<file path="src/core/pcd_regs.vh">
// Register indices, field positions, reset values and bus constants
// for the three output channel dividers.
// Assumes the includer uses a 12-bit APB byte address (index times 4).
`ifndef PCD_REGS_VH
`define PCD_REGS_VH

// ****************************************************************
// Register indices (byte address is four times the index)
// ****************************************************************
`define PCD_IDX_DIV0_COUNTS 12'h190
`define PCD_IDX_DIV0_BYPASS 12'h191
`define PCD_IDX_DIV0_CORR 12'h192
`define PCD_IDX_DIV1_COUNTS 12'h193
`define PCD_IDX_DIV1_BYPASS 12'h194
`define PCD_IDX_DIV1_CORR 12'h195
`define PCD_IDX_DIV2_COUNTS 12'h196
`define PCD_IDX_DIV2_BYPASS 12'h197
`define PCD_IDX_DIV2_CORR 12'h198
`define PCD_IDX_STATUS 12'h18f
`define PCD_IDX_STRIDE 12'h003

// ****************************************************************
// Field positions
// ****************************************************************
`define PCD_LOW_MSB 7
`define PCD_LOW_LSB 4
`define PCD_HIGH_MSB 3
`define PCD_HIGH_LSB 0
`define PCD_BYPASS_BIT 7
`define PCD_START_HIGH_BIT 4
`define PCD_PHASE_MSB 3
`define PCD_PHASE_LSB 0
`define PCD_CORR_OFF_BIT 0
`define PCD_STAT_LEVEL_LSB 0
`define PCD_STAT_DELAY_LSB 3
`define PCD_STAT_BYPASS_LSB 6

// ****************************************************************
// Reset values and counts
// ****************************************************************
`define PCD_RST_COUNTS 8'h00
`define PCD_RST_BYPASS 8'h00
`define PCD_RST_CORR 8'h00
`define PCD_NUM_DIV 3
`define PCD_NUM_REGS 9
`define PCD_PHASE_WRAP 6'h10

`endif

</file>
<file path="src/core/pcd_channel_dividers.v">
// Three programmable channel dividers with APB register access.
// Assumes clk_in is the divider input clock and the sync pin is
// asynchronous to it; a bypassed channel's clock is passed by an
// external mux steered by bypass_out.
//
// Design decision made here: register access over APB.
`timescale 1ns/10ps
`include "pcd_regs.vh"

module pcd_channel_dividers (
   // Clock and reset
   input wire clk_in,
   input wire rst_in,
   // APB slave
   input wire psel_in,
   input wire penable_in,
   input wire pwrite_in,
   input wire [11:0] paddr_in,
   input wire [31:0] pwdata_in,
   output reg [31:0] prdata_out,
   output reg pready_out,
   output reg pslverr_out,
   // Synchronisation request pin, asynchronous
   input wire sync_in,
   // Divided outputs for the differential output pairs
   output reg [2:0] div_clk_out,
   output reg [2:0] duty_fix_out,
   output reg [2:0] bypass_out
);

   // ****************************************************************
   // Helper functions
   // ****************************************************************

   // Total ratio from the low and high counts
   function [5:0] pcd_ratio;
      input [3:0] low_cnt;
      input [3:0] high_cnt;
      begin
         pcd_ratio = {2'b00, low_cnt} + {2'b00, high_cnt} + 6'h02;
      end
   endfunction

   // High phase length in cycles, corrected or as programmed
   function [5:0] pcd_high_len;
      input [3:0] low_cnt;
      input [3:0] high_cnt;
      input corr_on;
      reg [5:0] total;
      begin
         total = pcd_ratio(low_cnt, high_cnt);
         if (corr_on) begin
            pcd_high_len = {1'b0, total[5:1]};
         end else begin
            pcd_high_len = {2'b00, high_cnt} + 6'h01;
         end
      end
   endfunction

   // Load value for the phase counter at the start of a high phase.
   // The counter runs down to zero, so it holds the length less one.
   // The longest high phase is sixteen cycles, so five bits are enough
   // and the top bit of the six-bit length is always zero here.
   function [4:0] pcd_high_cnt;
      input [3:0] low_cnt;
      input [3:0] high_cnt;
      input corr_on;
      reg [5:0] len;
      begin
         len = pcd_high_len(low_cnt, high_cnt, corr_on) - 6'h01;
         pcd_high_cnt = len[4:0];
      end
   endfunction

   // Load value for the phase counter at the start of a low phase.
   // The low phase is whatever the high phase leaves of the period.
   // The longest is sixteen cycles, again within five bits.
   function [4:0] pcd_low_cnt;
      input [3:0] low_cnt;
      input [3:0] high_cnt;
      input corr_on;
      reg [5:0] len;
      begin
         len = pcd_ratio(low_cnt, high_cnt)
            - pcd_high_len(low_cnt, high_cnt, corr_on) - 6'h01;
         pcd_low_cnt = len[4:0];
      end
   endfunction

   // Odd total ratio, which needs the external half-cycle extend
   // when correction is on
   function pcd_is_odd;
      input [3:0] low_cnt;
      input [3:0] high_cnt;
      reg [5:0] total;
      begin
         total = pcd_ratio(low_cnt, high_cnt);
         pcd_is_odd = total[0];
      end
   endfunction

   // Startup delay in input cycles from phase and start-high
   function [5:0] pcd_delay;
      input start_high;
      input [3:0] phase;
      input [3:0] low_cnt;
      reg [5:0] phi;
      begin
         phi = {1'b0, start_high, phase};
         if (phi < `PCD_PHASE_WRAP) begin
            pcd_delay = phi;
         end else begin
            pcd_delay = phi - `PCD_PHASE_WRAP + {2'b00, low_cnt} + 6'h01;
         end
      end
   endfunction

   // Register slot from a word index, 4'hf when unmapped
   function [3:0] pcd_slot;
      input [11:0] idx;
      reg [11:0] rel;
      begin
         rel = idx - `PCD_IDX_DIV0_COUNTS;
         if (idx < `PCD_IDX_DIV0_COUNTS) begin
            pcd_slot = 4'hf;
         end else if (rel < `PCD_NUM_REGS) begin
            pcd_slot = rel[3:0];
         end else begin
            pcd_slot = 4'hf;
         end
      end
   endfunction

   // ****************************************************************
   // Declarations
   // ****************************************************************
   reg [7:0] regs_ff [0:8]; // Software view, three bytes per divider
   reg sync_meta_ff; // First synchroniser stage
   reg sync_sync_ff; // Second synchroniser stage
   reg sync_prev_ff; // Edge detector history
   wire sync_evt; // One-cycle sync event
   wire [11:0] word_idx; // APB word index
   wire [3:0] slot; // Decoded register slot
   wire is_status; // Status register selected
   wire acc_done; // Access completes at this edge
   reg [3:0] act_low_ff [0:2]; // Active low count
   reg [3:0] act_high_ff [0:2]; // Active high count
   reg [2:0] act_byp_ff; // Active bypass
   reg [2:0] act_corr_ff; // Active correction enable
   reg [4:0] cnt_ff [0:2]; // Remaining cycles in phase
   reg [5:0] dly_ff [0:2]; // Remaining startup delay
   reg [2:0] dly_busy_ff; // Delay in progress
   reg [2:0] start_hi_ff; // Level taken after delay
   reg [7:0] status_val; // Live status byte
   integer i; // Engine loop index
   integer k; // Register reset loop index

   // ****************************************************************
   // Sync pin synchroniser and edge detect
   // ****************************************************************

   // The sync pin comes from outside this clock domain. Only the
   // second stage is read by logic; the first may go metastable.
   // The history flop idles low like the pin, so no false event
   // follows reset. A rising pin edge acts at the third clock edge.
   // Two flip-flops before any logic, then a rising edge detect
   always @(posedge clk_in) begin
      if (rst_in) begin
         sync_meta_ff <= 1'b0;
         sync_sync_ff <= 1'b0;
         sync_prev_ff <= 1'b0;
      end else begin
         sync_meta_ff <= sync_in;
         sync_sync_ff <= sync_meta_ff;
         sync_prev_ff <= sync_sync_ff;
      end
   end

   assign sync_evt = sync_sync_ff & ~sync_prev_ff;

   // ****************************************************************
   // APB decode
   // ****************************************************************
   assign word_idx = {2'b00, paddr_in[11:2]};
   assign slot = pcd_slot(word_idx);
   assign is_status = (word_idx == `PCD_IDX_STATUS);
   assign acc_done = psel_in & penable_in & pready_out;

   // Status byte: levels, pending delays, bypass states of channels 0 and 2
   always @* begin
      status_val = 8'h00;
      status_val[`PCD_STAT_LEVEL_LSB +: 3] = div_clk_out;
      status_val[`PCD_STAT_DELAY_LSB +: 3] = dly_busy_ff;
      status_val[`PCD_STAT_BYPASS_LSB +: 2] = act_byp_ff[1:0];
      status_val[7] = act_byp_ff[2];
   end

   // Every access gets exactly one wait state: the first access cycle
   // prepares the answer, the second shows it with ready. Read data
   // is registered, so the output comes straight from a flop. Writes
   // to the status word and unmapped indices are refused with an
   // error; an error never comes without ready.
   // One wait state, registered data and error at completion
   always @(posedge clk_in) begin
      if (rst_in) begin
         pready_out <= 1'b0;
         prdata_out <= 32'h00000000;
         pslverr_out <= 1'b0;
      end else if (psel_in & penable_in & ~pready_out) begin
         // First access cycle: prepare the answer
         pready_out <= 1'b1;
         pslverr_out <= 1'b0;
         prdata_out <= 32'h00000000;
         if (is_status) begin
            pslverr_out <= pwrite_in;
            prdata_out <= {24'h000000, status_val};
         end else if (slot != 4'hf) begin
            prdata_out <= {24'h000000, regs_ff[slot]};
         end else begin
            pslverr_out <= 1'b1;
         end
      end else begin
         // Completion edge or idle: drop the answer
         pready_out <= 1'b0;
         pslverr_out <= 1'b0;
      end
   end

   // Register writes take effect at the completion edge
   always @(posedge clk_in) begin
      if (rst_in) begin
         for (k = 0; k < `PCD_NUM_DIV; k = k + 1) begin
            regs_ff[3 * k] <= `PCD_RST_COUNTS;
            regs_ff[3 * k + 1] <= `PCD_RST_BYPASS;
            regs_ff[3 * k + 2] <= `PCD_RST_CORR;
         end
      end else if (acc_done & pwrite_in & (slot != 4'hf)) begin
         regs_ff[slot] <= pwdata_in[7:0];
      end
   end

   // ****************************************************************
   // Divider engines
   // ****************************************************************

   // Branch priority per channel, highest first:
   //   sync      - reload all settings and start the phase delay
   //   bypass    - counter parked, output low, settings tracked
   //   delay     - hold low until the delay runs out, then start
   //   counting  - run down the current phase
   //   high end  - drop low and load the low phase length
   //   boundary  - take new settings and start a high phase
   // Settings only move at a boundary, a sync or while bypassed, so a
   // software write in mid-period never cuts a pulse short.
   // One engine per channel, all counting input clock cycles
   always @(posedge clk_in) begin
      if (rst_in) begin
         for (i = 0; i < `PCD_NUM_DIV; i = i + 1) begin
            act_low_ff[i] <= 4'h0;
            act_high_ff[i] <= 4'h0;
            cnt_ff[i] <= 5'h00;
            dly_ff[i] <= 6'h00;
         end
         act_byp_ff <= 3'b000;
         act_corr_ff <= 3'b111;
         dly_busy_ff <= 3'b000;
         start_hi_ff <= 3'b000;
         div_clk_out <= 3'b000;
         duty_fix_out <= 3'b000;
         bypass_out <= 3'b000;
      end else begin
         for (i = 0; i < `PCD_NUM_DIV; i = i + 1) begin
            if (sync_evt) begin
               // Sync: load everything, including phase settings
               act_low_ff[i] <= regs_ff[3 * i][`PCD_LOW_MSB:`PCD_LOW_LSB];
               act_high_ff[i] <= regs_ff[3 * i][`PCD_HIGH_MSB:`PCD_HIGH_LSB];
               act_byp_ff[i] <= regs_ff[3 * i + 1][`PCD_BYPASS_BIT];
               act_corr_ff[i] <= ~regs_ff[3 * i + 2][`PCD_CORR_OFF_BIT];
               start_hi_ff[i] <= regs_ff[3 * i + 1][`PCD_START_HIGH_BIT];
               dly_ff[i] <= pcd_delay(regs_ff[3 * i + 1][`PCD_START_HIGH_BIT],
                  regs_ff[3 * i + 1][`PCD_PHASE_MSB:`PCD_PHASE_LSB],
                  regs_ff[3 * i][`PCD_LOW_MSB:`PCD_LOW_LSB]);
               dly_busy_ff[i] <= 1'b1;
               div_clk_out[i] <= 1'b0;
               cnt_ff[i] <= 5'h00;
            end else if (act_byp_ff[i]) begin
               // Bypass: counter idle, settings follow software freely
               act_low_ff[i] <= regs_ff[3 * i][`PCD_LOW_MSB:`PCD_LOW_LSB];
               act_high_ff[i] <= regs_ff[3 * i][`PCD_HIGH_MSB:`PCD_HIGH_LSB];
               act_byp_ff[i] <= regs_ff[3 * i + 1][`PCD_BYPASS_BIT];
               // A delay left pending by a sync while bypassed is dropped,
               // so leaving bypass restarts cleanly at a period boundary
               dly_busy_ff[i] <= 1'b0;
               act_corr_ff[i] <= ~regs_ff[3 * i + 2][`PCD_CORR_OFF_BIT];
               div_clk_out[i] <= 1'b0;
               cnt_ff[i] <= 5'h00;
            end else if (dly_busy_ff[i]) begin
               // Startup delay: hold low, then start at chosen level
               if (dly_ff[i] == 6'h00) begin
                  dly_busy_ff[i] <= 1'b0;
                  div_clk_out[i] <= start_hi_ff[i];
                  if (start_hi_ff[i]) begin
                     // Start high: run the high phase first
                     cnt_ff[i] <= pcd_high_cnt(act_low_ff[i], act_high_ff[i],
                        act_corr_ff[i]);
                  end else begin
                     // Start low: a full low phase before the first rise
                     cnt_ff[i] <= pcd_low_cnt(act_low_ff[i], act_high_ff[i],
                        act_corr_ff[i]);
                  end
               end else begin
                  dly_ff[i] <= dly_ff[i] - 6'h01;
               end
            end else if (cnt_ff[i] != 5'h00) begin
               cnt_ff[i] <= cnt_ff[i] - 5'h01;
            end else if (div_clk_out[i]) begin
               // End of high phase: go low
               div_clk_out[i] <= 1'b0;
               cnt_ff[i] <= pcd_low_cnt(act_low_ff[i], act_high_ff[i],
                  act_corr_ff[i]);
            end else begin
               // Period boundary: take new settings, start high
               act_low_ff[i] <= regs_ff[3 * i][`PCD_LOW_MSB:`PCD_LOW_LSB];
               act_high_ff[i] <= regs_ff[3 * i][`PCD_HIGH_MSB:`PCD_HIGH_LSB];
               act_byp_ff[i] <= regs_ff[3 * i + 1][`PCD_BYPASS_BIT];
               act_corr_ff[i] <= ~regs_ff[3 * i + 2][`PCD_CORR_OFF_BIT];
               div_clk_out[i] <= ~regs_ff[3 * i + 1][`PCD_BYPASS_BIT];
               cnt_ff[i] <= pcd_high_cnt(regs_ff[3 * i][`PCD_LOW_MSB:`PCD_LOW_LSB],
                  regs_ff[3 * i][`PCD_HIGH_MSB:`PCD_HIGH_LSB],
                  ~regs_ff[3 * i + 2][`PCD_CORR_OFF_BIT]);
            end
            // Half-cycle extend request for odd corrected ratios
            // Even ratios are already balanced; odd ones lean low by half
            // a cycle, which the external cell makes up
            duty_fix_out[i] <= act_corr_ff[i] & ~act_byp_ff[i]
               & pcd_is_odd(act_low_ff[i], act_high_ff[i]);
            bypass_out[i] <= act_byp_ff[i];
         end
      end
   end

endmodule // pcd_channel_dividers

</file>
<file path="config.mk">
export PLATFORM = sky130hd
export DESIGN_NAME = pcd_channel_dividers
export DESIGN_NICKNAME = d
export VERILOG_FILES = /design/src/core/pcd_channel_dividers.v
export VERILOG_INCLUDE_DIRS = /design/src /design/src/core
export SDC_FILE = /design/constraint.sdc
export NUM_CORES = 1
export LEC_CHECK = 0
export CAP_MARGIN = 25
export CORE_MARGIN = 2
export CORE_UTILIZATION = 45
export CTS_CLUSTER_DIAMETER = 150
export CTS_CLUSTER_SIZE = 20
export DETAILED_ROUTE_END_ITERATION = 7
export DONT_BUFFER_PORTS = 1
export GPL_TIMING_DRIVEN = 1
export PLACE_DENSITY_LB_ADDON = 0.25
export SYNTH_ARGS = -nofsm -noshare
export SYNTH_HDL_FRONTEND = slang
export SYNTH_SLANG_ARGS = --single-unit
</file>
<file path="constraint.sdc">
create_clock -name clk_in -period 9.68 [get_ports clk_in]
set_input_delay 1.452 -clock clk_in [delete_from_list [all_inputs] [get_ports clk_in]]
set_output_delay 1.452 -clock clk_in [all_outputs]
set_load 0.02 [all_outputs]
</file>
* After elaboration in Yosys (flattened, before gate mapping)
Memory sizes are Yosys's and may differ from the RTL's.
Cells that the tools add are included.
** Operators by class
- Add/sub/neg operators :: 52
- Order comparisons :: 5
- Equal/unequal tests :: 17
- Mux-type cells :: 327
- Bitwise logic cells :: 69
- Reductions and logical operators :: 17
** Operators with widths (count)
- 5-bit two-way mux :: 99
- 1-bit two-way mux :: 189
- 6-bit two-way mux :: 15
- 4-bit two-way mux :: 21
- 5-bit by 1-bit subtractor with 5-bit output (second input constant) :: 15
- 1-bit bitwise OR :: 45
- 5-bit by 2-bit adder with 6-bit output (second input constant) :: 6
- 4-bit by 1-bit adder with 5-bit output (second input constant) :: 6
- 4-bit by 4-bit adder with 5-bit output :: 6
- 5-bit subtractor :: 6
- 8-bit two-way mux :: 3
- 6-bit by 1-bit adder with 6-bit output (second input constant) :: 3
- 6-bit by 4-bit adder with 6-bit output :: 3
- 6-bit logical NOT :: 3
- 3-bit != test (second input constant) :: 6
- 5-bit by 5-bit subtractor with 6-bit output (second input constant) :: 3
- 6-bit by 1-bit subtractor with 6-bit output (second input constant) :: 3
- 5-bit < comparator (second input constant) :: 3
- 5-bit nonzero test :: 3
- 1-bit AND :: 12
- 12-bit by 4-bit < comparator with 1-bit output (second input constant) :: 1
- 1-bit NOT :: 12
- 10-bit by 9-bit subtractor with 11-bit output (second input constant) :: 1
- 10-bit by 9-bit == test with 1-bit output (second input constant) :: 1
- other kinds (10) :: 22
** Word-level totals
- Flip-flop bits (word level) :: 58
- Bits in writable memories :: 129
- Input port bits :: 50
- Output and inout port bits :: 43
- Memories :: 5
** Memories
- regs_ff :: words 9, bits a word 8, read ports 10, clocked after Yosys merged registers in 0, write ports 9, line pcd_channel_dividers.v:137 : reg [7:0] regs_ff [0:8];
- dly_ff :: words 3, bits a word 6, read ports 3, clocked after Yosys merged registers in 0, write ports 3, line pcd_channel_dividers.v:151 : reg [5:0] dly_ff [0:2];
- cnt_ff :: words 3, bits a word 5, read ports 3, clocked after Yosys merged registers in 0, write ports 3, line pcd_channel_dividers.v:150 : reg [4:0] cnt_ff [0:2];
- act_high_ff :: words 3, bits a word 4, read ports 3, clocked after Yosys merged registers in 0, write ports 3, line pcd_channel_dividers.v:147 : reg [3:0] act_high_ff [0:2];
- act_low_ff :: words 3, bits a word 4, read ports 3, clocked after Yosys merged registers in 0, write ports 3, line pcd_channel_dividers.v:146 : reg [3:0] act_low_ff [0:2];

* Depth between registers and ports, before layout
Gate-level depths: netlist of the first run.
An unclocked memory read counts as a cell.
- Depth after elaboration :: 16
- Depth in mapped cells :: 15
- Gate-level depth less buffers :: 15

* Least setup slack after synthesis of the first run
Ideal clock, no wire load.
- Path kind :: input to register
- From :: in paddr_in[8]
- To :: mem regs_ff[4][0] (enable)
- Data arrival time :: 3.051 ns
- Required time :: 9.370 ns
- Setup slack :: 6.319 ns
- Stages :: 5
- Path buffers :: 0
- Cell sequence :: nand4bb_1 -> nor4_1 -> nand3_1 -> nor3_1 -> or2_2
** RTL lines
- start: declaration :: line pcd_channel_dividers.v:18 : input wire [11:0] paddr_in,
- end: declaration :: line pcd_channel_dividers.v:137

==> results of run 1 <==
sequential cells by signal, indices dropped and copies added (netlist names), 3 cells and up:
register	flops
dly_ff	18
start_hi_ff	3
bypass_out	3
cnt_ff	15
act_byp_ff	3
prdata_out	8
act_corr_ff	3
regs_ff	84
duty_fix_out	3
dly_busy_ff	3
act_high_ff	12
div_clk_out	3
act_low_ff	12
cell usage in the layout (no fill, tap or decap), types with 6 or more instances in the layout:
cell       synthesis  layout
and2_1            96      96
nand2b_1           9       9
nor3_1            27      27
nand2_1           63      63
nor4_1             6       6
a211oi_1          19      19
edfxtp_1         141     141
fa_1              12      12
nor2b_1           18      18
o22ai_1           14      14
a21oi_1           61      61
o21ai_0           34      34
or2_2             14      14
o211ai_1          10      10
a221oi_1           8       8
inv_6              0       7
xnor2_1           40      40
mux2_2             8       8
clkbuf_16          0      17
a21o_1            15      15
nor2_1            79      79
a31oi_1            8       8
nand4_1            6       6
inv_1             82      82
nor3b_1            8       8
or3_1             10      10
dfxtp_1           34      34
conb_1             1      36
ha_1              86      86
mux2i_1           36      36
xor2_1            25      25
nand3_1           26      26
final cells by class:
cell class | instances | area, µm² | area share, %
well taps | 330 | 412.9 | 3.307
clock inverters | 14 | 165.2 | 1.323
repair buffers | 3 | 25.02 | 0.2004
inverters | 84 | 315.3 | 2.525
flip-flops and latches | 175 | 4915 | 39.36
clock buffers | 18 | 439.2 | 3.517
multi-input cells | 859 | 6213 | 49.76
worst max path at each step:
stage                    end  slack [ns]  depth (start not counted)               from
3_5_place_dp   regs_ff[4][6]        5.57                          5        paddr_in[8]
2_1_floorplan  regs_ff[4][0]        6.32                          5        paddr_in[8]
6_report        cnt_ff[1][4]        5.92                         15  act_high_ff[1][1]
3_3_place_gp   regs_ff[4][3]        5.60                          5        paddr_in[8]
4_1_cts         cnt_ff[1][4]        5.90                         15  act_high_ff[1][1]
5_1_grt         cnt_ff[1][4]        5.62                         15  act_high_ff[1][1]
critical path: stages, from the launching register on:
cell,delay [ns]
edfxtp_1,0.44
inv_1,0.08
ha_1,0.22
inv_1,0.06
ha_1,0.17
inv_1,0.06
fa_1,0.47
inv_1,0.06
mux2i_1,0.37
ha_1,0.27
nand2b_1,0.07
o22ai_1,0.39
or3b_2,0.48
o311ai_0,0.10
nand3_1,0.14
a22oi_1,0.22
per-stage QoR:
step | setup WS [ns] | util [%] | cells | hold slack (ns)
2_1_floorplan | 6.319 | - | 1178 | 0.4138
3_3_place_gp | 5.600 | 46.84 | 1449 | 0.4280
3_5_place_dp | 5.570 | 46.84 | 1449 | 0.4442
4_1_cts | 5.897 | 49.23 | 1481 | 0.4502
5_1_grt | 5.621 | 49.30 | 1483 | 0.4634
6_report | 5.915 | 49.30 | 1483 | 0.4435
power groups by stage:
stage                     Combinational (W)  Clock (W)  Sequential, W
after global routing                0.00175   0.000760        0.00108
after floorplan                     0.00125          0        0.00104
after detailed placement            0.00154          0        0.00108
after CTS                           0.00156   0.000727        0.00106
after global placement              0.00152          0        0.00108
final                               0.00155   0.000720        0.00107
routing by layer:
metal / vias to the layer above / track usage [%] / wire [µm]
met4: 0 / 5.494 / 432
met3: 37 / 5.073 / 1963
met5: - / 0 / 0
met1: 4071 / 30.59 / 13290
met2: 284 / 34.58 / 13190
li1: 4066 / - / -
cell families after synthesis:
family          after synthesis  share of synthesized area (%)
mux                          49                          4.837
simple gates                392                          18.29
flops                       175                          42.22
fa+ha+maj                    98                          11.31
xor+xnor                     67                          5.277
buf+inv                     144                          5.535
compound gates              217                          12.50
other cells                   1                        0.03221
==> key figures, run 1 <==
Die
  • Std-Cell Rows: 58
  • IO Count: 93
  • Total die area: between 0.02 and 0.03 mm²
  • Initial Utilization: around 46%
  • Die Ht: approximately 160 µm
  • CORE AREA: between 0.02 and 0.03 mm²
  • Chip width: ~160 µm

Logic synthesis
  • Syn Std Cell Area: ~0.012 mm²
  • Main area contributors after synthesis: edfxtp_1 36%, ha_1 9.2%, dfxtp_1 5.8%
  • Largest area contributor in the netlist: edfxtp_1
  • Commonest cells in the netlist: 141 x edfxtp_1, 96 x and2_1, 86 x ha_1
  • Synth top area share: about 36%
  • Register area share after synthesis: a little over two fifths
  • Synth Flop Type: edfxtp_1
  • Number of synthesized flops with an enable pin: 141
  • Yosys reg bits: between 150 and 200
  • Mean post-synth cell area: 10.18 µm²
  • Synth unique cells: 73
  • Top-count cell post-synth: edfxtp_1
  • Async SR Flop Fraction: 0%
  • Post-Syn Instances: 1,143
  • Yosys Warn Count: 0

Worst setup path
  • Arr. time, crit path: 4.03 ns
  • CP Class: register to register
  • Peak fanout along the critical path: 7
  • CP Data Required Time: roughly 10 ns
  • Critical Path Source Type: register
  • Worst setup EP type: register
  • Worst reg2reg startpoint: act_high_ff[1][1]
  • Reg2Reg Setup Slack: just under 6 ns
  • FF-to-FF End: cnt_ff[1][4]
  • Cell count of the worst reg-to-reg path: 15

Pwr
  • Combinational Power Share: between 40% and 50%
  • Switching share of power: approximately 39%
  • Maximum vdd drop: 0.0002510 V
  • Net Sw Power: between 0.001 and 0.0015 W
  • Sequential share of power: between 30% and 40%
  • Power Total: 0.003340 W
  • Power density cells: between 200 and 300 mW/mm²
  • Clock power share: between 20% and 30%
  • P_leak: approximately 5.1 nW
  • Internal: just over 0.002 W

Finish
  • FILL cells: approximately 2,300
  • # diodes: 0
  • Finished Cell Area: about 0.012 mm²
  • Layout cells sized above 1: 6.505%
  • Layout Nets: about 1,300
  • Area Overhead vs Synth: 7.255%

Clock network
  • Number of gates resized after cts: 0
  • CTS tree: done
  • # Post-CTS Setup Buffers: 0
  • CTS Hold Bufs: 0
  • Reg clk slew, reported paths: around 0.080 ns
  • Clock Tree Buf Depth: 2
  • Worst-Skew Late Latency: around 0.44 ns
  • Clock Root Buffer: clkbuf_16
  • CTS sink count: between 150 and 200
  • CTS buffer count: 17
  • CTS H-tree lvls: 4

Routing
  • Pre-antenna DRT Iters: 5
  • Vias per inst: 5.703
  • DRC: 0
  • Average wire per standard cell: a little under 20 µm
  • Vias after detailed routing: ~8,500
  • Drt first-iter violations: approximately 870
  • Detail Route Antenna Nets: 0
  • Total Wirelength: between 20 and 30 mm

Placement
  • I/O Buffers: 0
  • Placed cell area: between 0.01 and 0.015 mm²
  • GPL Wtd Cong: 0.8554
  • Detailed placement HPWL: 21.23 mm

Status
  • Outcome: finished, final reports clean

Worst hold path
  • Hold WC Path Type: register to register
  • Worst Min Path Start: sync_meta_ff
  • Hold Path Cell Cnt: 1
  • Hold EP: sync_sync_ff

Timing
  • Max Freq: between 200 and 300 MHz
  • Skew final: about 0.015 ns
  • Period utilization: ~39%
  • Hold Vio Cnt, Final: 0
  • Worst rel slew slack: between 20 and 30%
  • Min Tclk post-route: between 3 and 4 ns
  • Final slew viol count: 0
  • Slew @ Worst Pin: ~1.1 ns
  • Final setup fails: 0
  • RSZ-0062 raised after global routing: no
  • Setup_tns: 0 ns

Job
  • Number of max-cap violations: 0

Global route
  • Number of global-route vias before repair: around 8,200
  • Largest net degree at the start of global routing: 54
  • GRT Resource Usage Total: a little over a fifth
  • Initial antenna violation count: 1
  • Global-route wire length before repair: between 40 and 50 mm
  • Overflow after GRT: 0
(Power assumes the default switching activity.)
==> run 2: changes to the inputs <==
ABC_AREA = 1   (was default)
clock period = 3.2 ns   (was 9.68 ns; I/O delays follow)
==> key figures, run 2 <==
Timing
  • Worst rel slew slack: 30.26% (+1.1 points)
  • PnR worst setup slack: 0.1147 ns (-5.801 ns)
  • Max Freq: 324.1 MHz (+22%)
  • Slew @ Worst Pin: 1.042 ns (-0.009748 ns)
  • Hold Vio Cnt, Final: 0 (unchanged)
  • Final slew viol count: 0 (unchanged)
  • Skew final: 0.01214 ns (-0.003002 ns)
  • Final setup fails: 0 (unchanged)
  • Period utilization: 96.42% (+58 points)
  • Min Tclk post-route: 3.085 ns (-0.6795 ns)
  • WHS: 0.1080 ns (-0.3355 ns)

Finish
  • Most flops, register: regs_ff
  • Biggest regs: regs_ff (100), dly_ff (18), cnt_ff (15)
  • Area Overhead vs Synth: 10.99%
  • Most frequent cells in the layout: 347 x nand2_1, 235 x inv_1, 199 x nor2_1
  • Util after Layout: 50.44% (+1.1 points)
  • Finished Cell Area: 0.01390 mm² (+11%)
  • Fin cells: 1,990 (+34%)
  • Layout Nets: 1,747 (+36%)
  • Commonest non-fill, non-tap cell in the layout: nand2_1
  • Layout cells sized above 1: 8.499% (+2.0 points)
  • # diodes: 0 (unchanged)
  • FILL cells: 2,622 (+13%)
  • Max reg flops: 100 (+19%)

Global route
  • Overflow after GRT: 0 (unchanged)
  • Global-route wire length before repair: 47.35 mm (+5.7%)
  • Initial antenna violation count: 0 (-1)
  • Number of global-route vias before repair: 9,332 (+14%)
  • Largest net degree at the start of global routing: 26 (-52%)
  • GRT Resource Usage Total: 20.96% (-0.97 points)

Logic synthesis
  • Register area share after synthesis: 43.09% (+0.87 points)
  • Synth top area share: 37.65% (+1.3 points)
  • Synth unique cells: 51 (-30%)
  • Yosys reg bits: 191 (+9.1%)
  • Main area contributors after synthesis: edfxtp_1 38%, nand2_1 10%, ha_1 8.6%
  • Number of synthesized flops with an enable pin: 157 (+11%)
  • Commonest cells in the netlist: 348 x nand2_1, 239 x inv_1, 199 x nor2_1
  • Post-Syn Instances: 1,541 (+35%)
  • Top-count cell post-synth: nand2_1
  • Yosys Warn Count: 0 (unchanged)
  • Largest area contributor in the netlist: edfxtp_1
  • Synth Flop Type: edfxtp_1
  • Syn Std Cell Area: 0.01252 mm² (+7.6%)
  • Mean post-synth cell area: 8.126 µm² (-20%)
  • Async SR Flop Fraction: 0% (unchanged)

Die
  • Chip width: 170.8 µm (+3.6%)
  • Total die area: 0.02918 mm² (+7.4%)
  • Std-Cell Rows: 61 (+5.2%)
  • CORE AREA: 0.02755 mm² (+8.8%)
  • Die Ht: 170.8 µm (+3.6%)
  • Initial Utilization: 45.45% (-0.52 points)
  • IO Count: 93 (unchanged)

Routing
  • Vias after detailed routing: 10,024 (+19%)
  • Pre-antenna DRT Iters: 5 (unchanged)
  • Detail Route Antenna Nets: 0 (unchanged)
  • Drt first-iter violations: 748 (-14%)
  • DRC: 0 (unchanged)
  • Total Wirelength: 29.67 mm (+2.8%)
  • Met3 WL: 1.762 mm (-10%)
  • Wire length on met2: 13.63 mm (+3.4%)
  • Max Used Layer: met4
  • Average wire per standard cell: 14.91 µm (-23%)
  • Vias per inst: 5.037 (-12%)
  • Met1 wire length: 13.87 mm (+4.4%)

Worst setup path
  • CP Data Required Time: 3.40 ns (-6.55 ns)
  • Critical Path Source Type: register
  • CP Class: register to register
  • Worst setup EP type: register
  • Arr. time, crit path: 3.28 ns (-0.75 ns)
  • Peak fanout along the critical path: 3 (-4)

Pwr
  • Maximum vdd drop: 0.0005289 V (+110%)
  • P_leak: 6.446 nW (+28%)
  • Power density cells: 766.0 mW/mm² (+190%)

Clock network
  • Worst-Skew Late Latency: 0.44 ns (about the same)
  • CTS H-tree lvls: 4 (unchanged)
  • Clock Root Buffer: clkbuf_16
  • CTS sink count: 191 (+9.1%)
  • CTS tree: done
  • Reg clk slew, reported paths: 0.07 ns (about the same)
  • CTS buffer count: 17 (unchanged)
  • CTS Hold Bufs: 0 (unchanged)
  • Clock Tree Buf Depth: 2 (unchanged)

Placement
  • Placed cell area: 0.01308 mm² (+10%)
  • I/O Buffers: 0 (unchanged)
  • Detailed placement HPWL: 22.78 mm (+7.3%)
  • Post-Place Setup Slack: -0.05354 ns (-5.623 ns)
  • Placed instance count: 1,948 (+34%)
  • GPL Wtd Cong: 0.8884 (+3.9%)

Job
  • Number of max-cap violations: 0 (unchanged)

Worst hold path
  • Hold WC Path Type: input pin to register

Status
  • Outcome: finished, final reports clean
==> run 2: cell types whose count changed after synthesis, moves of 16 or more <==
cell,change
and2_1,-94
nand3_1,+41
inv_1,+157
edfxtp_1,+16
nand2_1,+285
a21oi_1,-21
nor2b_1,-18
nor2_1,+120
o21ai_0,+78
mux2i_1,-36
==> run 2: metrics by stage <==
step	setup TNS, ns	total power (W)
after floorplan	0	0.006656
after global placement	0	0.007777
after detailed placement	-0.1016	0.007899
after CTS	0	0.01020
after global routing	-0.05605	0.01152
final	0	0.01065
==> run 2: cell families after synthesis <==
logic type	count (synthesis)	share of synthesized area, %
xor+xnor	45	3.147
other cells	1	0.02995
fa+ha+maj	98	10.51
buf+inv	304	10.27
compound gates	205	8.893
simple gates	697	24.06
flops	191	43.09
==> run 2: worst paths after layout <==
path                     startpoint      endpoint  slack, ns  depth (start not counted)
setup / recovery  act_high_ff[1][1]  cnt_ff[1][3]       0.11                         18
hold / removal               rst_in  sync_meta_ff       0.11                          1
setup reg to reg  act_high_ff[1][1]  cnt_ff[1][3]       0.11                         18
hold reg to reg        sync_meta_ff  sync_sync_ff       0.42                          2
==> run 2: layer usage <==
layer  vias to the layer above  track usage [%]
met1                      4643            29.07
li1                       5066                -
met3                        37            4.279
met4                         0            4.753
met5                         -                0
met2                       278            33.90
==> run 2: repair_timing <==
| item | in CTS | in global routing |
|---|---|---|
| setup buffers | 1 | 9 |
| gates cloned | 0 | 0 |
| pin swaps | 2 | 10 |
| endpoints found under the setup margin | 3 | 7 |
| resized for setup | 4 | 39 |
==> run 2: area by class of cell <==
type	instances	area (µm²)	share of cell area, %
Multi-Input combinational cell	1097	6183	44.49
Inverter	252	953.4	6.860
Tap cell	378	473.0	3.403
Timing Repair Buffer	40	300.3	2.161
Clock buffer	20	436.7	3.142
Sequential cell	191	5395	38.82
Clock inverter	12	156.4	1.125
==> run 2: worst max-delay path, cell delays in order (launching register included) <==
cell and delay, ns:
edfxtp_1 0.40, inv_2 0.08, ha_4 0.20, inv_4 0.06, ha_4 0.14, inv_1 0.06
fa_2 0.58, nand2_1 0.06, o21ai_2 0.10, buf_4 0.15, ha_1 0.24, nand3_2 0.09
nand3_2 0.08, xnor2_2 0.21, o22ai_1 0.09, a21oi_1 0.14, nand2_1 0.07, nand2_1 0.06
nand2_1 0.04
==> run 2: report_power, final <==
group	internal (W)	switching [W]
combinational	0.00224	0.00286
clock	0.00124	0.000945
sequential	0.00308	0.000283
total	0.00656	0.00409
